## src/common/vcm_pkg.sv

```systemverilog
// package: register map, field positions, reset values for the comparator logic
package vcm_pkg;
   // ****************************************
   // register offsets (byte addresses)
   // ****************************************
   localparam logic [3:0] CONTROL_OFF = 4'h0;
   localparam logic [3:0] MODE_OFF = 4'h4;
   localparam logic [3:0] RESET_SRC_OFF = 4'h8;
   // ****************************************
   // control register fields
   // ****************************************
   localparam int EN_BIT = 7;
   localparam int LEVEL_BIT = 6;
   localparam int RISE_BIT = 5;
   localparam int FALL_BIT = 4;
   localparam int HYP_LSB = 2;
   localparam int HYN_LSB = 0;
   // ****************************************
   // mode register fields
   // ****************************************
   localparam int RIE_BIT = 5;
   localparam int FIE_BIT = 4;
   localparam int SPEED_LSB = 0;
   localparam logic [1:0] SPEED_RST = 2'h2;
   localparam logic [1:0] HYST_RST = 2'h0;
   // ****************************************
   // bus responses
   // ****************************************
   localparam logic [1:0] RESP_OKAY = 2'h0;
   localparam logic [1:0] RESP_SLVERR = 2'h2;
endpackage

```

## src/vcm_sync2.sv

```systemverilog
// two-flop synchroniser for one asynchronous level
`timescale 1ns/1ns
module vcm_sync2 (
   input wire logic clk_i,
   input wire logic rst_n_i,
   input wire logic ce_i,
   input wire logic d_i,
   output logic q_o
);
   typedef struct packed {
      logic meta;
      logic sync;
   } vcm_sync_t;
   vcm_sync_t s_q, s_d;
   always_comb begin
      s_d = s_q;
      if (ce_i) begin
         s_d.meta = d_i;
         s_d.sync = s_q.meta;
      end
   end
   always_ff @(posedge clk_i or negedge rst_n_i) begin
      if (!rst_n_i) begin
         s_q <= '0;
      end else begin
         s_q <= s_d;
      end
   end
   assign q_o = s_q.sync;
endmodule // vcm_sync2

```

## src/vcm_edge_flag.sv

```systemverilog
// sticky edge flag with set-over-clear priority
`timescale 1ns/1ns
module vcm_edge_flag (
   input wire logic clk_i,
   input wire logic rst_n_i,
   input wire logic ce_i,
   input wire logic set_i,
   input wire logic clr_i,
   input wire logic irq_en_i,
   output logic flag_o,
   output logic req_o
);
   typedef struct packed {
      logic flag;
   } vcm_flag_t;
   vcm_flag_t s_q, s_d;
   always_comb begin
      s_d = s_q;
      if (ce_i) begin
         if (set_i) begin
            s_d.flag = 1'b1;
         end else if (clr_i) begin
            s_d.flag = 1'b0;
         end
      end
   end
   always_ff @(posedge clk_i or negedge rst_n_i) begin
      if (!rst_n_i) begin
         s_q <= '0;
      end else begin
         s_q <= s_d;
      end
   end
   assign flag_o = s_q.flag;
   assign req_o = s_q.flag & irq_en_i;
   a_set_wins: assert property (@(posedge clk_i) disable iff (!rst_n_i)
      ce_i && set_i |=> flag_o)
      else $error("edge lost against clear");
   a_flag_sticky: assert property (@(posedge clk_i) disable iff (!rst_n_i)
      flag_o && !(ce_i && clr_i) |=> flag_o)
      else $error("flag dropped without clear");
endmodule // vcm_edge_flag

```

## src/vcm_top.sv

```systemverilog
// comparator control logic: axi4-lite registers, edge flags, outputs
// ****************************************
// Behaviour
// - two outputs: clock-synchronised latched output and raw unsynchronised output
// - raw output follows comparator without any clock, even in stop
// - disabled comparator drives both outputs low and powers core down
// - falling transition of output sets the falling flag
// - rising transition of output sets the rising flag
// - flags stay set until software writes them clear
// - interrupts possible on rising and falling edges, separately governed
// - rising flag requests interrupt only when its enable is one
// - falling flag requests interrupt only when its enable is one
// - level bit reads present output level, no side effects
// - enable bit one turns comparator on, zero turns it off
// - low four control bits hold positive and negative hysteresis codes
// - mode register holds response-time setting; slower saves supply current
// - comparator output selectable as device reset source
// - control: enable 7, level 6, rise 5, fall 4, reset zero
// - mode: rise enable 5, fall enable 4, speed 1:0 resets 10
// - speed 00 fastest highest power through 11 slowest lowest power
// ****************************************
`timescale 1ns/1ns
module vcm_top (
   input wire logic CLK_I,
   input wire logic RST_N_I,
   input wire logic CE_I,
   // axi4-lite slave
   input wire logic [3:0] AWADDR_I,
   input wire logic AWVALID_I,
   output logic AWREADY_O,
   input wire logic [31:0] WDATA_I,
   input wire logic [3:0] WSTRB_I,
   input wire logic WVALID_I,
   output logic WREADY_O,
   output logic [1:0] BRESP_O,
   output logic BVALID_O,
   input wire logic BREADY_I,
   input wire logic [3:0] ARADDR_I,
   input wire logic ARVALID_I,
   output logic ARREADY_O,
   output logic [31:0] RDATA_O,
   output logic [1:0] RRESP_O,
   output logic RVALID_O,
   input wire logic RREADY_I,
   // analog core side
   input wire logic CMP_DECISION_I,
   output logic CMP_POWER_EN_O,
   output logic [1:0] CMP_POS_HYST_O,
   output logic [1:0] CMP_NEG_HYST_O,
   output logic [1:0] CMP_SPEED_SEL_O,
   // crossbar and system
   output logic CMP_SYNC_OUT_O,
   output logic CMP_RAW_OUT_O,
   output logic CMP_IRQ_O,
   output logic CMP_RESET_REQ_O
);
   typedef struct packed {
      logic aw_got;
      logic [3:0] aw_addr;
      logic w_got;
      logic [31:0] w_data;
      logic [3:0] w_strb;
      logic bvalid;
      logic [1:0] bresp;
      logic rvalid;
      logic [1:0] rresp;
      logic [31:0] rdata;
      logic enable;
      logic [1:0] pos_hyst;
      logic [1:0] neg_hyst;
      logic rise_irq_en;
      logic fall_irq_en;
      logic [1:0] speed;
      logic rst_src_en;
      logic level_prev;
      logic sync_out;
      logic irq;
      logic rst_req;
      logic aw_ready;
      logic w_ready;
      logic ar_ready;
   } vcm_state_t;
   vcm_state_t s_q, s_d;

   logic level_sync;
   logic rise_flag, fall_flag, rise_req, fall_req;
   logic wr_fire, rd_fire, clr_rise, clr_fall;
   logic rise_evt, fall_evt;
   logic raw_out;

   // ****************************************
   // comparator level into clock domain
   // ****************************************
   vcm_sync2 u_sync (
      .clk_i(CLK_I),
      .rst_n_i(RST_N_I),
      .ce_i(CE_I),
      .d_i(CMP_DECISION_I),
      .q_o(level_sync)
   );

   // compare against previous synchronised sample; gated off while disabled
   assign rise_evt = CE_I & s_q.enable & level_sync & ~s_q.level_prev;
   assign fall_evt = CE_I & s_q.enable & ~level_sync & s_q.level_prev;

   assign wr_fire = CE_I & s_q.aw_got & s_q.w_got & ~s_q.bvalid;
   assign rd_fire = CE_I & ARVALID_I & ~s_q.rvalid;
   // writing zero to a flag bit clears it; writing one keeps it
   assign clr_rise = wr_fire & (s_q.aw_addr == vcm_pkg::CONTROL_OFF) & s_q.w_strb[0]
                     & ~s_q.w_data[vcm_pkg::RISE_BIT];
   assign clr_fall = wr_fire & (s_q.aw_addr == vcm_pkg::CONTROL_OFF) & s_q.w_strb[0]
                     & ~s_q.w_data[vcm_pkg::FALL_BIT];

   // ****************************************
   // sticky edge flags
   // ****************************************
   vcm_edge_flag u_rise (
      .clk_i(CLK_I),
      .rst_n_i(RST_N_I),
      .ce_i(CE_I),
      .set_i(rise_evt),
      .clr_i(clr_rise),
      .irq_en_i(s_q.rise_irq_en),
      .flag_o(rise_flag),
      .req_o(rise_req)
   );
   vcm_edge_flag u_fall (
      .clk_i(CLK_I),
      .rst_n_i(RST_N_I),
      .ce_i(CE_I),
      .set_i(fall_evt),
      .clr_i(clr_fall),
      .irq_en_i(s_q.fall_irq_en),
      .flag_o(fall_flag),
      .req_o(fall_req)
   );

   // ****************************************
   // next state
   // ****************************************
   always_comb begin
      s_d = s_q;
      if (CE_I) begin
         if (AWVALID_I && !s_q.aw_got) begin
            s_d.aw_got = 1'b1;
            s_d.aw_addr = AWADDR_I;
         end
         if (WVALID_I && !s_q.w_got) begin
            s_d.w_got = 1'b1;
            s_d.w_data = WDATA_I;
            s_d.w_strb = WSTRB_I;
         end
         if (wr_fire) begin
            s_d.aw_got = 1'b0;
            s_d.w_got = 1'b0;
            s_d.bvalid = 1'b1;
            s_d.bresp = vcm_pkg::RESP_OKAY;
            unique case (s_q.aw_addr)
               vcm_pkg::CONTROL_OFF: begin
                  if (s_q.w_strb[0]) begin
                     s_d.enable = s_q.w_data[vcm_pkg::EN_BIT];
                     s_d.pos_hyst = s_q.w_data[vcm_pkg::HYP_LSB +: 2];
                     s_d.neg_hyst = s_q.w_data[vcm_pkg::HYN_LSB +: 2];
                  end
               end
               vcm_pkg::MODE_OFF: begin
                  if (s_q.w_strb[0]) begin
                     s_d.rise_irq_en = s_q.w_data[vcm_pkg::RIE_BIT];
                     s_d.fall_irq_en = s_q.w_data[vcm_pkg::FIE_BIT];
                     s_d.speed = s_q.w_data[vcm_pkg::SPEED_LSB +: 2];
                  end
               end
               vcm_pkg::RESET_SRC_OFF: begin
                  if (s_q.w_strb[0]) begin
                     s_d.rst_src_en = s_q.w_data[0];
                  end
               end
               default: begin
                  s_d.bresp = vcm_pkg::RESP_SLVERR;
               end
            endcase
         end
         if (s_q.bvalid && BREADY_I) begin
            s_d.bvalid = 1'b0;
         end
         if (s_q.rvalid && RREADY_I) begin
            s_d.rvalid = 1'b0;
         end
         if (rd_fire) begin
            s_d.rvalid = 1'b1;
            s_d.rresp = vcm_pkg::RESP_OKAY;
            s_d.rdata = '0;
            unique case (ARADDR_I)
               vcm_pkg::CONTROL_OFF: begin
                  s_d.rdata[vcm_pkg::EN_BIT] = s_q.enable;
                  s_d.rdata[vcm_pkg::LEVEL_BIT] = s_q.sync_out;
                  s_d.rdata[vcm_pkg::RISE_BIT] = rise_flag;
                  s_d.rdata[vcm_pkg::FALL_BIT] = fall_flag;
                  s_d.rdata[vcm_pkg::HYP_LSB +: 2] = s_q.pos_hyst;
                  s_d.rdata[vcm_pkg::HYN_LSB +: 2] = s_q.neg_hyst;
               end
               vcm_pkg::MODE_OFF: begin
                  s_d.rdata[vcm_pkg::RIE_BIT] = s_q.rise_irq_en;
                  s_d.rdata[vcm_pkg::FIE_BIT] = s_q.fall_irq_en;
                  s_d.rdata[vcm_pkg::SPEED_LSB +: 2] = s_q.speed;
               end
               vcm_pkg::RESET_SRC_OFF: begin
                  s_d.rdata[0] = s_q.rst_src_en;
               end
               default: begin
                  s_d.rresp = vcm_pkg::RESP_SLVERR;
               end
            endcase
         end
         // previous sample held low while disabled, so a high level at re-enable wakeup flags a rising edge
         s_d.level_prev = s_q.enable & level_sync;
         s_d.sync_out = s_q.enable & level_sync;
         s_d.irq = rise_req | fall_req;
         s_d.rst_req = s_q.rst_src_en & s_q.enable & ~level_sync;
         // ready flags kept as flops so the bus outputs need no gate
         s_d.aw_ready = ~s_d.aw_got;
         s_d.w_ready = ~s_d.w_got;
         s_d.ar_ready = ~s_d.rvalid;
      end
   end

   always_ff @(posedge CLK_I or negedge RST_N_I) begin
      if (!RST_N_I) begin
         s_q <= '0;
         s_q.speed <= vcm_pkg::SPEED_RST;
         s_q.pos_hyst <= vcm_pkg::HYST_RST;
         s_q.neg_hyst <= vcm_pkg::HYST_RST;
         s_q.aw_ready <= 1'b1;
         s_q.w_ready <= 1'b1;
         s_q.ar_ready <= 1'b1;
      end else begin
         s_q <= s_d;
      end
   end

   // raw path: pure gating with no clock, so it keeps working in stop;
   // the one output not from a flop, since a flop would need the clock
   always_comb begin
      raw_out = CMP_DECISION_I & s_q.enable & RST_N_I;
   end

   // ****************************************
   // outputs
   // ****************************************
   assign AWREADY_O = s_q.aw_ready;
   assign WREADY_O = s_q.w_ready;
   assign BVALID_O = s_q.bvalid;
   assign BRESP_O = s_q.bresp;
   assign ARREADY_O = s_q.ar_ready;
   assign RVALID_O = s_q.rvalid;
   assign RRESP_O = s_q.rresp;
   assign RDATA_O = s_q.rdata;
   assign CMP_POWER_EN_O = s_q.enable;
   assign CMP_POS_HYST_O = s_q.pos_hyst;
   assign CMP_NEG_HYST_O = s_q.neg_hyst;
   assign CMP_SPEED_SEL_O = s_q.speed;
   assign CMP_SYNC_OUT_O = s_q.sync_out;
   assign CMP_RAW_OUT_O = raw_out;
   assign CMP_IRQ_O = s_q.irq;
   assign CMP_RESET_REQ_O = s_q.rst_req;

   // ****************************************
   // checks
   // ****************************************
   a_rise_sets: assert property (@(posedge CLK_I) disable iff (!RST_N_I)
      CE_I && s_q.enable && level_sync && !s_q.level_prev |=> rise_flag)
      else $error("rising edge not flagged");
   a_fall_sets: assert property (@(posedge CLK_I) disable iff (!RST_N_I)
      CE_I && s_q.enable && !level_sync && s_q.level_prev |=> fall_flag)
      else $error("falling edge not flagged");
   a_irq_gating: assert property (@(posedge CLK_I) disable iff (!RST_N_I)
      CE_I |=> CMP_IRQ_O ==
      $past((rise_flag & s_q.rise_irq_en) | (fall_flag & s_q.fall_irq_en)))
      else $error("interrupt does not match flags and enables");
   a_off_low: assert property (@(posedge CLK_I) disable iff (!RST_N_I)
      CE_I && !s_q.enable |=> !CMP_SYNC_OUT_O)
      else $error("sync output high while disabled");
   a_raw_off: assert property (@(posedge CLK_I) disable iff (!RST_N_I)
      !s_q.enable |-> !CMP_RAW_OUT_O && !CMP_POWER_EN_O)
      else $error("raw output or power on while disabled");
   a_level_read: assert property (@(posedge CLK_I) disable iff (!RST_N_I)
      rd_fire && ARADDR_I == vcm_pkg::CONTROL_OFF |=>
      RDATA_O[vcm_pkg::LEVEL_BIT] == $past(s_q.sync_out))
      else $error("level bit read wrong");
   a_no_edge_off: assert property (@(posedge CLK_I) disable iff (!RST_N_I)
      !s_q.enable && !rise_flag ##1 !s_q.enable |-> !rise_flag)
      else $error("edge flagged while disabled");
   a_freeze: assert property (@(posedge CLK_I) disable iff (!RST_N_I)
      !CE_I |=> $stable(s_q))
      else $error("state moved with clock enable low");
   c_rise: cover property (@(posedge CLK_I) disable iff (!RST_N_I) rise_evt);
   c_fall: cover property (@(posedge CLK_I) disable iff (!RST_N_I) fall_evt);
   c_irq: cover property (@(posedge CLK_I) disable iff (!RST_N_I) CMP_IRQ_O);
   c_set_clr: cover property (@(posedge CLK_I) disable iff (!RST_N_I) rise_evt && clr_rise);
endmodule // vcm_top

```

## config.mk

```make
export PLATFORM = sky130hd
export DESIGN_NAME = vcm_top
export DESIGN_NICKNAME = d
export VERILOG_FILES = /design/src/common/vcm_pkg.sv /design/src/vcm_sync2.sv /design/src/vcm_edge_flag.sv /design/src/vcm_top.sv
export SDC_FILE = /design/constraint.sdc
export NUM_CORES = 1
export LEC_CHECK = 0
export ABC_AREA = 1
export BUFFER_PORTS_ARGS = -buffer_cell sky130_fd_sc_hd__buf_2
export CORE_MARGIN = 3
export CORE_UTILIZATION = 50
export DETAILED_ROUTE_END_ITERATION = 7
export GPL_TIMING_DRIVEN = 0
export PLACE_DENSITY = 0.95
export SLEW_MARGIN = 20
export SYNTH_ARGS = -nofsm -noshare
export SYNTH_HDL_FRONTEND = slang
export SYNTH_SLANG_ARGS = --single-unit
```

## constraint.sdc

```tcl
create_clock -name CLK_I -period 2.45 [get_ports CLK_I]
set_clock_uncertainty 0.1 [all_clocks]
set_input_delay 0.49 -clock CLK_I [delete_from_list [all_inputs] [get_ports CLK_I]]
set_output_delay 0.49 -clock CLK_I [all_outputs]
set_load 0.01 [all_outputs]
```

==> results.py, run 1 <==
metrics = {
    "synthesis": {
        "synthTopCellsByCount": "nand2_1 (71), buf_4 (43), dfrtp_1 (42)",
        "syn_inst": 272,
        "ys.flop_type": "dfrtp_1",
        "netlist_area_um2": 2323,
        "ys_async_sr_fraction_pct": 100.0,
        "synth_edf_count": 0,
        "yosysSeqAreaShare_pct": 49.76,
        "synth_area_leaders": "dfrtp_1 (45%), buf_4 (14%), nand2_1 (11%)",
        "synth_top_area_cell": "dfrtp_1",
        "yosysUniqueCellTypes": 24,
        "synth_seq_cells": 46,
        "synth_most_common_cell": "nand2_1",
        "yosysWarnings": 0,
        "avgSynthCellArea_um2": 8.542,
        "synth_top_area_share_pct": 45.23,
    },
    "sta": {
        "worstMarginPinSlew_ns": 0.5596,
        "rsz0062_at_grt": "false",
        "totalNegativeSetupSlack_ns": 0,
        "final_max_slew_viol_count": 0,
        "hold_viol": 0,
        "finalSetupViolCount": 0,
        "holdWs_ns": 0.08189,
        "timing.slew.headroom_pct": 62.69,
        "fin_crit_ns": 1.905,
        "maxClockFrequency_ghz": 0.5250,
        "fin_crit_sh_pct": 77.75,
    },
    "clock_tree": {
        "cts_buffer_depth": 2,
        "htree_levels": 2,
        "clock_latency_ns": 0.29,
        "post_cts_buffers": 0,
        "worst_setup_hold_path_clk_slew_ns": 0.08,
        "cts_root_buf": "clkbuf_8",
        "cts_tree": "built",
        "cts.sink_count": 46,
        "holdBufCountCts": 0,
        "post_cts_resized": 0,
        "cts_buffers": 5,
    },
    "route": {
        "route.detailed.drc": 0,
        "num_vias": 1857,
        "drt-pass1-iter-count": 4,
        "vias_per_cell": 4.574,
        "detail_route.wl_per_cell_um": 10.87,
        "drt.antenna.violating_nets": 0,
        "drt_first_iter_violations": 86,
        "drt-total-wl_um": 4413,
    },
    "pwr": {
        "ir_drop_v": 0.0004569,
        "power_frac_clock_pct": 18.1,
        "power_leakage_nw": 1.645,
        "p_int_mw": 1.565,
        "switching_share_pct": 35.09,
        "seqPwrFrac_pct": 50.5,
        "switching_power_mw": 0.8460,
        "power.density_cell_area_nw_per_um2": 857.9,
        "combinationalPowerShare_pct": 31.4,
        "totalPowerFinal_mw": 2.411,
    },
    "critical_path": {
        "end_kind": "output port",
        "arrival_ns": 1.31,
        "worstPathRequired_ns": 1.86,
        "worst_setup_path_start_kind": "input port",
        "ff2ff_setup_slack_ns": 1.02,
        "r2r-start": "s_q[93]",
        "path_class": "in2out",
        "max_stage_delay_ns": 0.45,
        "r2r_end": "s_q[10]",
        "rr_worst_depth": 6,
        "path_cells": "buf_4 -> and3_1 -> buf_2",
        "path_max_fanout": 47,
        "cp_slowest_cell": "buf_4",
        "crit_family": "buffers and inverters",
        "crit_buf_inv": 2,
    },
    "global_routing": {
        "grt_pass1_vias": 1658,
        "grt_overflow": 0,
        "grt_start_max_net_pins": 48,
        "grt_pass1_wl_um": 7120,
        "antenna_found_initial": 0,
        "grtUsageTotal_pct": 16.60,
    },
    "placement": {
        "port_buffers": 49,
        "dp_hpwl_um": 3460,
        "place_area_um2": 2728,
        "gp_congestion": 0.8111,
    },
    "final_layout": {
        "n_fill_cell": 388,
        "fin_area_um2": 2810,
        "synthToLayoutAreaGrowth_pct": 20.95,
        "seq_area_um2": 1156,
        "antenna_cells": 0,
        "nets": 406,
        "multi_input_area_um2": 810.8,
        "drive_above_1_share_pct": 31.36,
    },
    "die": {
        "initial_core_util_pct": 52.64,
        "num_io_pins": 105,
        "fp.dieArea_um2": 5501,
        "rows": 24,
        "coreArea_um2": 4414,
        "die_w_um": 74.17,
        "die_h_um": 74.17,
    },
    "worst_hold_path": {
        "hp-class": "in2async",
    },
    "status": {
        "status": "completed",
    },
    "job": {
        "max-cap-violations": 0,
    },
}
## layer usage
metal / up-vias / GRT usage, % / share of wire (%)
met5: - / 0 / 0
met4: 0 / 4.225 / 0.63
met3: 4 / 4.324 / 6.8
met2: 58 / 29.13 / 50
met1: 843 / 20.33 / 42
li1: 952 / - / -
## cells by family after synthesis
family | synth area share [%]
AND/OR/NAND/NOR | 23.91
other | 0.1614
AO/OA/AOI/OAI | 6.786
flip-flops | 49.76
buffers and inverters | 19.39
## stage by stage
step           cells  util, %  setup WS (ns)
2_1_floorplan    297        -          1.094
3_3_place_gp     398    61.79         0.2087
3_5_place_dp     398    61.79         0.1843
4_1_cts          406    63.61         0.1849
5_1_grt          406    63.66         0.4398
6_report         406    63.66         0.5451
## area by class of cell
class	count	area share (%)
multi-input combinational	179	28.85
timing repair buffer	49	8.816
inverter	24	3.206
buffer	48	12.82
tap	52	2.315
sequential	46	41.14
clock buffer	8	2.850
## layout by cell type (no fill, tap or decap), drive strengths merged
cell type and instances:
a21o 1, a21oi 11, buf 97, nor3 1, nand3 23, inv 24, o21ai 13, conb 26
nor2 21, dfstp 4, o31ai 1, a31oi 1, clkbuf 8, a22oi 1, dfrtp 42, and3 2
nand4 4, nand3b 1, nand2 72, a22o 1
## state kept, by name, indices dropped and copies added (netlist names)
| register | flops |
|---|---|
| RVALID_O | 1 |
| s_q | 17 |
| u_rise.flag_o | 1 |
| ARREADY_O | 1 |
| u_sync.q_o | 1 |
| RDATA_O | 8 |
| u_fall.flag_o | 1 |
| CMP_SYNC_OUT_O | 1 |
| u_sync.s_q | 1 |
| WREADY_O | 1 |
| BVALID_O | 1 |
| CMP_POWER_EN_O | 1 |
| BRESP_O | 1 |
| RRESP_O | 1 |
| CMP_POS_HYST_O | 2 |
| CMP_NEG_HYST_O | 2 |
| CMP_SPEED_SEL_O | 2 |
| AWREADY_O | 1 |
| CMP_RESET_REQ_O | 1 |
| CMP_IRQ_O | 1 |
## power groups by stage
stage	Sequential [mW]	Combinational, mW	Clock [mW]
3_3_place_gp	1.21	0.733	0
4_1_cts	1.21	0.766	0.446
2_1_floorplan	1.20	0.534	0
6_report	1.22	0.758	0.435
3_5_place_dp	1.23	0.764	0
5_1_grt	1.25	0.858	0.476
## worst max path at each step
| stage | startpoint | endpoint | cells after the start |
|---|---|---|---|
| after floorplan | CE_I | u_rise.flag_o | 7 |
| after global placement | RST_N_I | CMP_RAW_OUT_O | 3 |
| after detailed placement | RST_N_I | CMP_RAW_OUT_O | 3 |
| after CTS | RST_N_I | CMP_RAW_OUT_O | 3 |
| after global routing | RST_N_I | CMP_RAW_OUT_O | 3 |
| final | RST_N_I | CMP_RAW_OUT_O | 3 |
(Power assumes the default switching activity.)
==> inputs of run 2 (changes only) <==
Settings changed: CORE_UTILIZATION 50 to 42, PLACE_DENSITY 0.95 to 0.88.
Clock period 2.45 ns to 1.75 ns, I/O delays scaled along.
==> results.py, run 2 (same netlist as run 1, synthesis figures left out) <==
metrics = {
    "critical_path": {
        "r2r-start": "s_q[93]",
        "arrival_ns": 1.16,
        "ff2ff_setup_slack_ns": 0.31,
        "worstPathRequired_ns": 1.30,
        "path_class": "in2out",
        "end_kind": "output port",
        "rr_worst_depth": 6,
        "worst_setup_path_start_kind": "input port",
        "r2r_end": "s_q[10]",
        "path_max_fanout": 47,
    },
    "pwr": {
        "switching_share_pct": 35.36,
        "seqPwrFrac_pct": 49.8,
        "combinationalPowerShare_pct": 30.8,
        "totalPowerFinal_mw": 3.443,
        "power.density_cell_area_nw_per_um2": 1211,
        "p_int_mw": 2.225,
        "switching_power_mw": 1.217,
        "power_frac_clock_pct": 19.4,
        "power_leakage_nw": 1.654,
        "ir_drop_v": 0.0007191,
    },
    "final_layout": {
        "fin_cells": 424,
        "drive_above_1_share_pct": 31.92,
        "final_common_cell": "nand2_1",
        "synthToLayoutAreaGrowth_pct": 22.40,
        "top_register": "s_q",
        "layout_common_cells": "nand2_1 (71), buf_2 (51), buf_4 (44)",
        "antenna_cells": 0,
        "nets": 406,
        "fin_area_um2": 2844,
        "final_util_pct": 54.30,
        "largest_reg_flops": 17,
    },
    "sta": {
        "finalSetupViolCount": 0,
        "timing.slew.headroom_pct": 61.92,
        "holdWs_ns": -0.06689,
        "rsz0062_at_grt": "false",
        "maxClockFrequency_ghz": 0.6198,
        "final_max_slew_viol_count": 0,
        "layout_setup_ws_ns": 0.1366,
        "worstMarginPinSlew_ns": 0.5712,
        "hold_viol": 42,
        "fin_crit_sh_pct": 92.19,
        "fin_crit_ns": 1.613,
    },
    "placement": {
        "place_area_um2": 2750,
        "dp_slack_ns": -0.2472,
        "port_buffers": 49,
        "dp_hpwl_um": 3578,
        "gp_congestion": 0.8456,
        "dp.cells": 416,
    },
    "route": {
        "detail_route.wl_per_cell_um": 10.82,
        "num_vias": 1860,
        "drt_first_iter_violations": 171,
        "vias_per_cell": 4.387,
        "drt-pass1-iter-count": 4,
        "drt.antenna.violating_nets": 0,
        "drt-total-wl_um": 4589,
        "route.detailed.drc": 0,
    },
    "clock_tree": {
        "htree_levels": 2,
        "cts_buffer_depth": 2,
        "cts_tree": "built",
        "post_cts_buffers": 0,
        "worst_setup_hold_path_clk_slew_ns": 0.08,
        "clock_latency_ns": 0.30,
        "cts_buffers": 5,
        "cts.sink_count": 46,
        "cts_root_buf": "clkbuf_8",
    },
    "global_routing": {
        "grt_pass1_wl_um": 7624,
        "grt_start_max_net_pins": 48,
        "grt_overflow": 0,
        "grt_pass1_vias": 1729,
        "grtUsageTotal_pct": 15.06,
        "antenna_found_initial": 0,
    },
    "die": {
        "fp.dieArea_um2": 6461,
        "num_io_pins": 105,
        "initial_core_util_pct": 44.36,
        "die_h_um": 80.38,
        "rows": 26,
        "die_w_um": 80.38,
        "coreArea_um2": 5238,
    },
    "job": {
        "max-cap-violations": 0,
    },
    "status": {
        "status": "finished with violations",
        "violations": "hold timing",
    },
    "worst_hold_path": {
        "hp-class": "in2async",
    },
}
[run 2: timing repair]
item	4_1_cts	5_1_grt
endpoints found under the hold margin	42	42
setup endpoints to repair	1	0
gates resized for setup	1	0
[run 2: worst max path at each step]
stage	depth (start not counted)	start	to	slack (ns)
4_1_cts	3	RST_N_I	CMP_RAW_OUT_O	0.09
3_5_place_dp	3	RST_N_I	CMP_RAW_OUT_O	-0.25
2_1_floorplan	7	BVALID_O	u_rise.flag_o	0.50
3_3_place_gp	3	RST_N_I	CMP_RAW_OUT_O	-0.24
5_1_grt	3	RST_N_I	CMP_RAW_OUT_O	0.01
6_report	3	RST_N_I	CMP_RAW_OUT_O	0.14
[run 2: routing by layer]
layer / vias up / part of all wire [%] / global-route usage (%)
met2: 60 / 52 / 27.73
met4: 0 / 1.2 / 5.912
li1: 956 / - / -
met1: 839 / 40 / 16.63
met3: 5 / 6.7 / 3.363
met5: - / 0 / 0
[run 2: per-stage QoR]
step	setup TNS (ns)	hold WS, ns
finish	0	-0.06689
global route	0	-0.01255
CTS	0	-0.04092
detailed placement	-0.2472	0.3642
global placement	-0.2376	0.3374
floorplan	0	-0.04559
[run 2: worst max-delay path: stages]
cell and delay, ns:
buf_4 0.45, and3_1 0.22, buf_2 0.12
[run 2: power groups by stage]
stage	sequential (mW)	clock, mW	combinational, mW
after detailed placement	1.72	0	1.07
after global routing	1.76	0.725	1.22
after global placement	1.70	0	1.03
after CTS	1.71	0.683	1.08
after floorplan	1.67	0	0.748
final	1.71	0.669	1.06
[run 2: area by class of cell]
cell class / count / area (um2)
Fill cell: 499 / 2394
Multi-Input combinational cell: 179 / 810.8
Clock inverter: 1 / 5.005
Sequential cell: 46 / 1156
Tap cell: 70 / 87.58
Inverter: 24 / 90.09
Buffer: 48 / 360.3
Timing Repair Buffer: 49 / 247.7
Clock buffer: 7 / 86.33
==> inputs of run 3 (changes only) <==
==> constraint.sdc (replaced) <==
create_clock -name CLK_I -period 1.75 [get_ports CLK_I]
set_clock_uncertainty 0.1 [all_clocks]
set_input_delay 0.0875 -clock CLK_I [delete_from_list [all_inputs] [get_ports CLK_I]]
set_output_delay 0.0875 -clock CLK_I [all_outputs]
set_load 0.01 [all_outputs]
==> results.py, run 3 (same netlist as run 1, synthesis figures left out) <==
metrics = {
    "status": {
        "status": "finished with violations",
        "violations": "hold timing",
    },
    "global_routing": {
        "grt_pass1_wl_um": 8038,
        "antenna_found_initial": 0,
        "grt_pass1_vias": 1823,
        "grt_start_max_net_pins": 48,
        "grt_overflow": 0,
        "grtUsageTotal_pct": 15.87,
    },
    "job": {
        "max-cap-violations": 0,
    },
    "sta": {
        "timing.slew.headroom_pct": 62.07,
        "maxClockFrequency_ghz": 0.6978,
        "rsz0062_at_grt": "false",
        "totalNegativeSetupSlack_ns": 0,
        "fin_crit_sh_pct": 81.89,
        "fin_crit_ns": 1.433,
        "final_max_slew_viol_count": 0,
        "holdWs_ns": -0.3238,
        "finalSetupViolCount": 0,
        "hold_viol": 42,
        "worstMarginPinSlew_ns": 0.5690,
    },
    "clock_tree": {
        "cts.sink_count": 46,
        "htree_levels": 2,
        "post_cts_buffers": 0,
        "holdBufCountCts": 16,
        "cts_root_buf": "clkbuf_8",
        "clock_latency_ns": 0.30,
        "cts_tree": "built",
        "cts_buffer_depth": 2,
        "cts_buffers": 5,
        "post_cts_resized": 0,
        "worst_setup_hold_path_clk_slew_ns": 0.08,
    },
    "route": {
        "drt.antenna.violating_nets": 0,
        "detail_route.wl_per_cell_um": 10.83,
        "drt-total-wl_um": 4764,
        "vias_per_cell": 4.427,
        "drt-pass1-iter-count": 4,
        "drt_first_iter_violations": 142,
        "route.detailed.drc": 0,
        "num_vias": 1948,
    },
    "die": {
        "rows": 26,
        "coreArea_um2": 5238,
        "die_w_um": 80.38,
        "die_h_um": 80.38,
        "fp.dieArea_um2": 6461,
        "initial_core_util_pct": 44.36,
        "num_io_pins": 105,
    },
    "critical_path": {
        "end_kind": "flip-flop",
        "worstPathRequired_ns": 1.84,
        "arrival_ns": 1.52,
        "path_max_fanout": 5,
        "rr_worst_depth": 6,
        "worst_setup_path_start_kind": "flip-flop",
        "path_class": "reg2reg",
    },
    "placement": {
        "gp_congestion": 0.8456,
        "dp_hpwl_um": 3578,
        "port_buffers": 49,
        "place_area_um2": 2750,
    },
    "final_layout": {
        "layout_common_cells": "nand2_1 (71), buf_2 (51), buf_4 (44)",
        "drive_above_1_share_pct": 30.54,
        "antenna_cells": 0,
        "nets": 422,
        "top_register": "s_q",
        "fin_area_um2": 3004,
        "seq_area_um2": 1156,
        "final_common_cell": "nand2_1",
        "n_fill_cell": 479,
        "multi_input_area_um2": 810.8,
        "synthToLayoutAreaGrowth_pct": 29.29,
        "largest_reg_flops": 17,
    },
    "pwr": {
        "power_leakage_nw": 1.721,
        "power.density_cell_area_nw_per_um2": 1154,
        "ir_drop_v": 0.0007210,
    },
    "worst_hold_path": {
        "hp-class": "in2async",
    },
}
-- run 3: stage by stage --
stage                     worst slack, ns  util [%]  power (mW)  cells
final                              0.3169     57.36       3.468    440
after floorplan                    0.4990         -       2.422    297
after global routing              0.08989     57.36       3.727    440
after global placement             0.2874     52.51       2.734    416
after CTS                          0.2774     57.31       3.495    440
after detailed placement           0.2778     52.51       2.795    416
-- run 3: cell type report --
| type | count | share of cell area (%) |
|---|---|---|
| flip-flops and latches | 46 | 38.48 |
| multi-input cells | 179 | 26.99 |
| repair buffers | 65 | 13.58 |
| plain buffers | 48 | 12.00 |
| inverters | 24 | 2.999 |
| well taps | 70 | 2.915 |
| clock buffers | 7 | 2.874 |
| clock inverters | 1 | 0.1666 |
-- run 3: worst max-delay path: stages, from the launching register on --
cell and delay, ns:
dfrtp_1 0.39, nor2_1 0.18, nand2_1 0.07, nor2_1 0.24, nand2_1 0.19, nand2_1 0.09
o21ai_1 0.06
-- run 3: power by group --
group	switching, mW	total, mW	leakage [nW]	internal (mW)
clock	0.349	0.668	0.0482	0.319
combinational	0.584	1.09	1.10	0.503
sequential	0.286	1.71	0.577	1.43
total	1.22	3.47	1.72	2.25
-- run 3: worst paths after layout --
kind,startpoint,to,slack (ns)
max,s_q[93],s_q[10],0.32
min,RST_N_I,RDATA_O[7],-0.32
max reg2reg,s_q[93],s_q[10],0.32
min reg2reg,u_sync.s_q[1],u_sync.s_q[1],0.38
max in group asynchronous,RST_N_I,CMP_RESET_REQ_O,1.48
min in group CLK_I,ARADDR_I[0],RRESP_O[1],0.02
-- run 3: routing by layer --
layer	GRT usage, %	share of wire (%)
met5	0	0
met4	6.926	2.1
met3	3.251	5.9
met2	29.14	52
met1	17.49	39
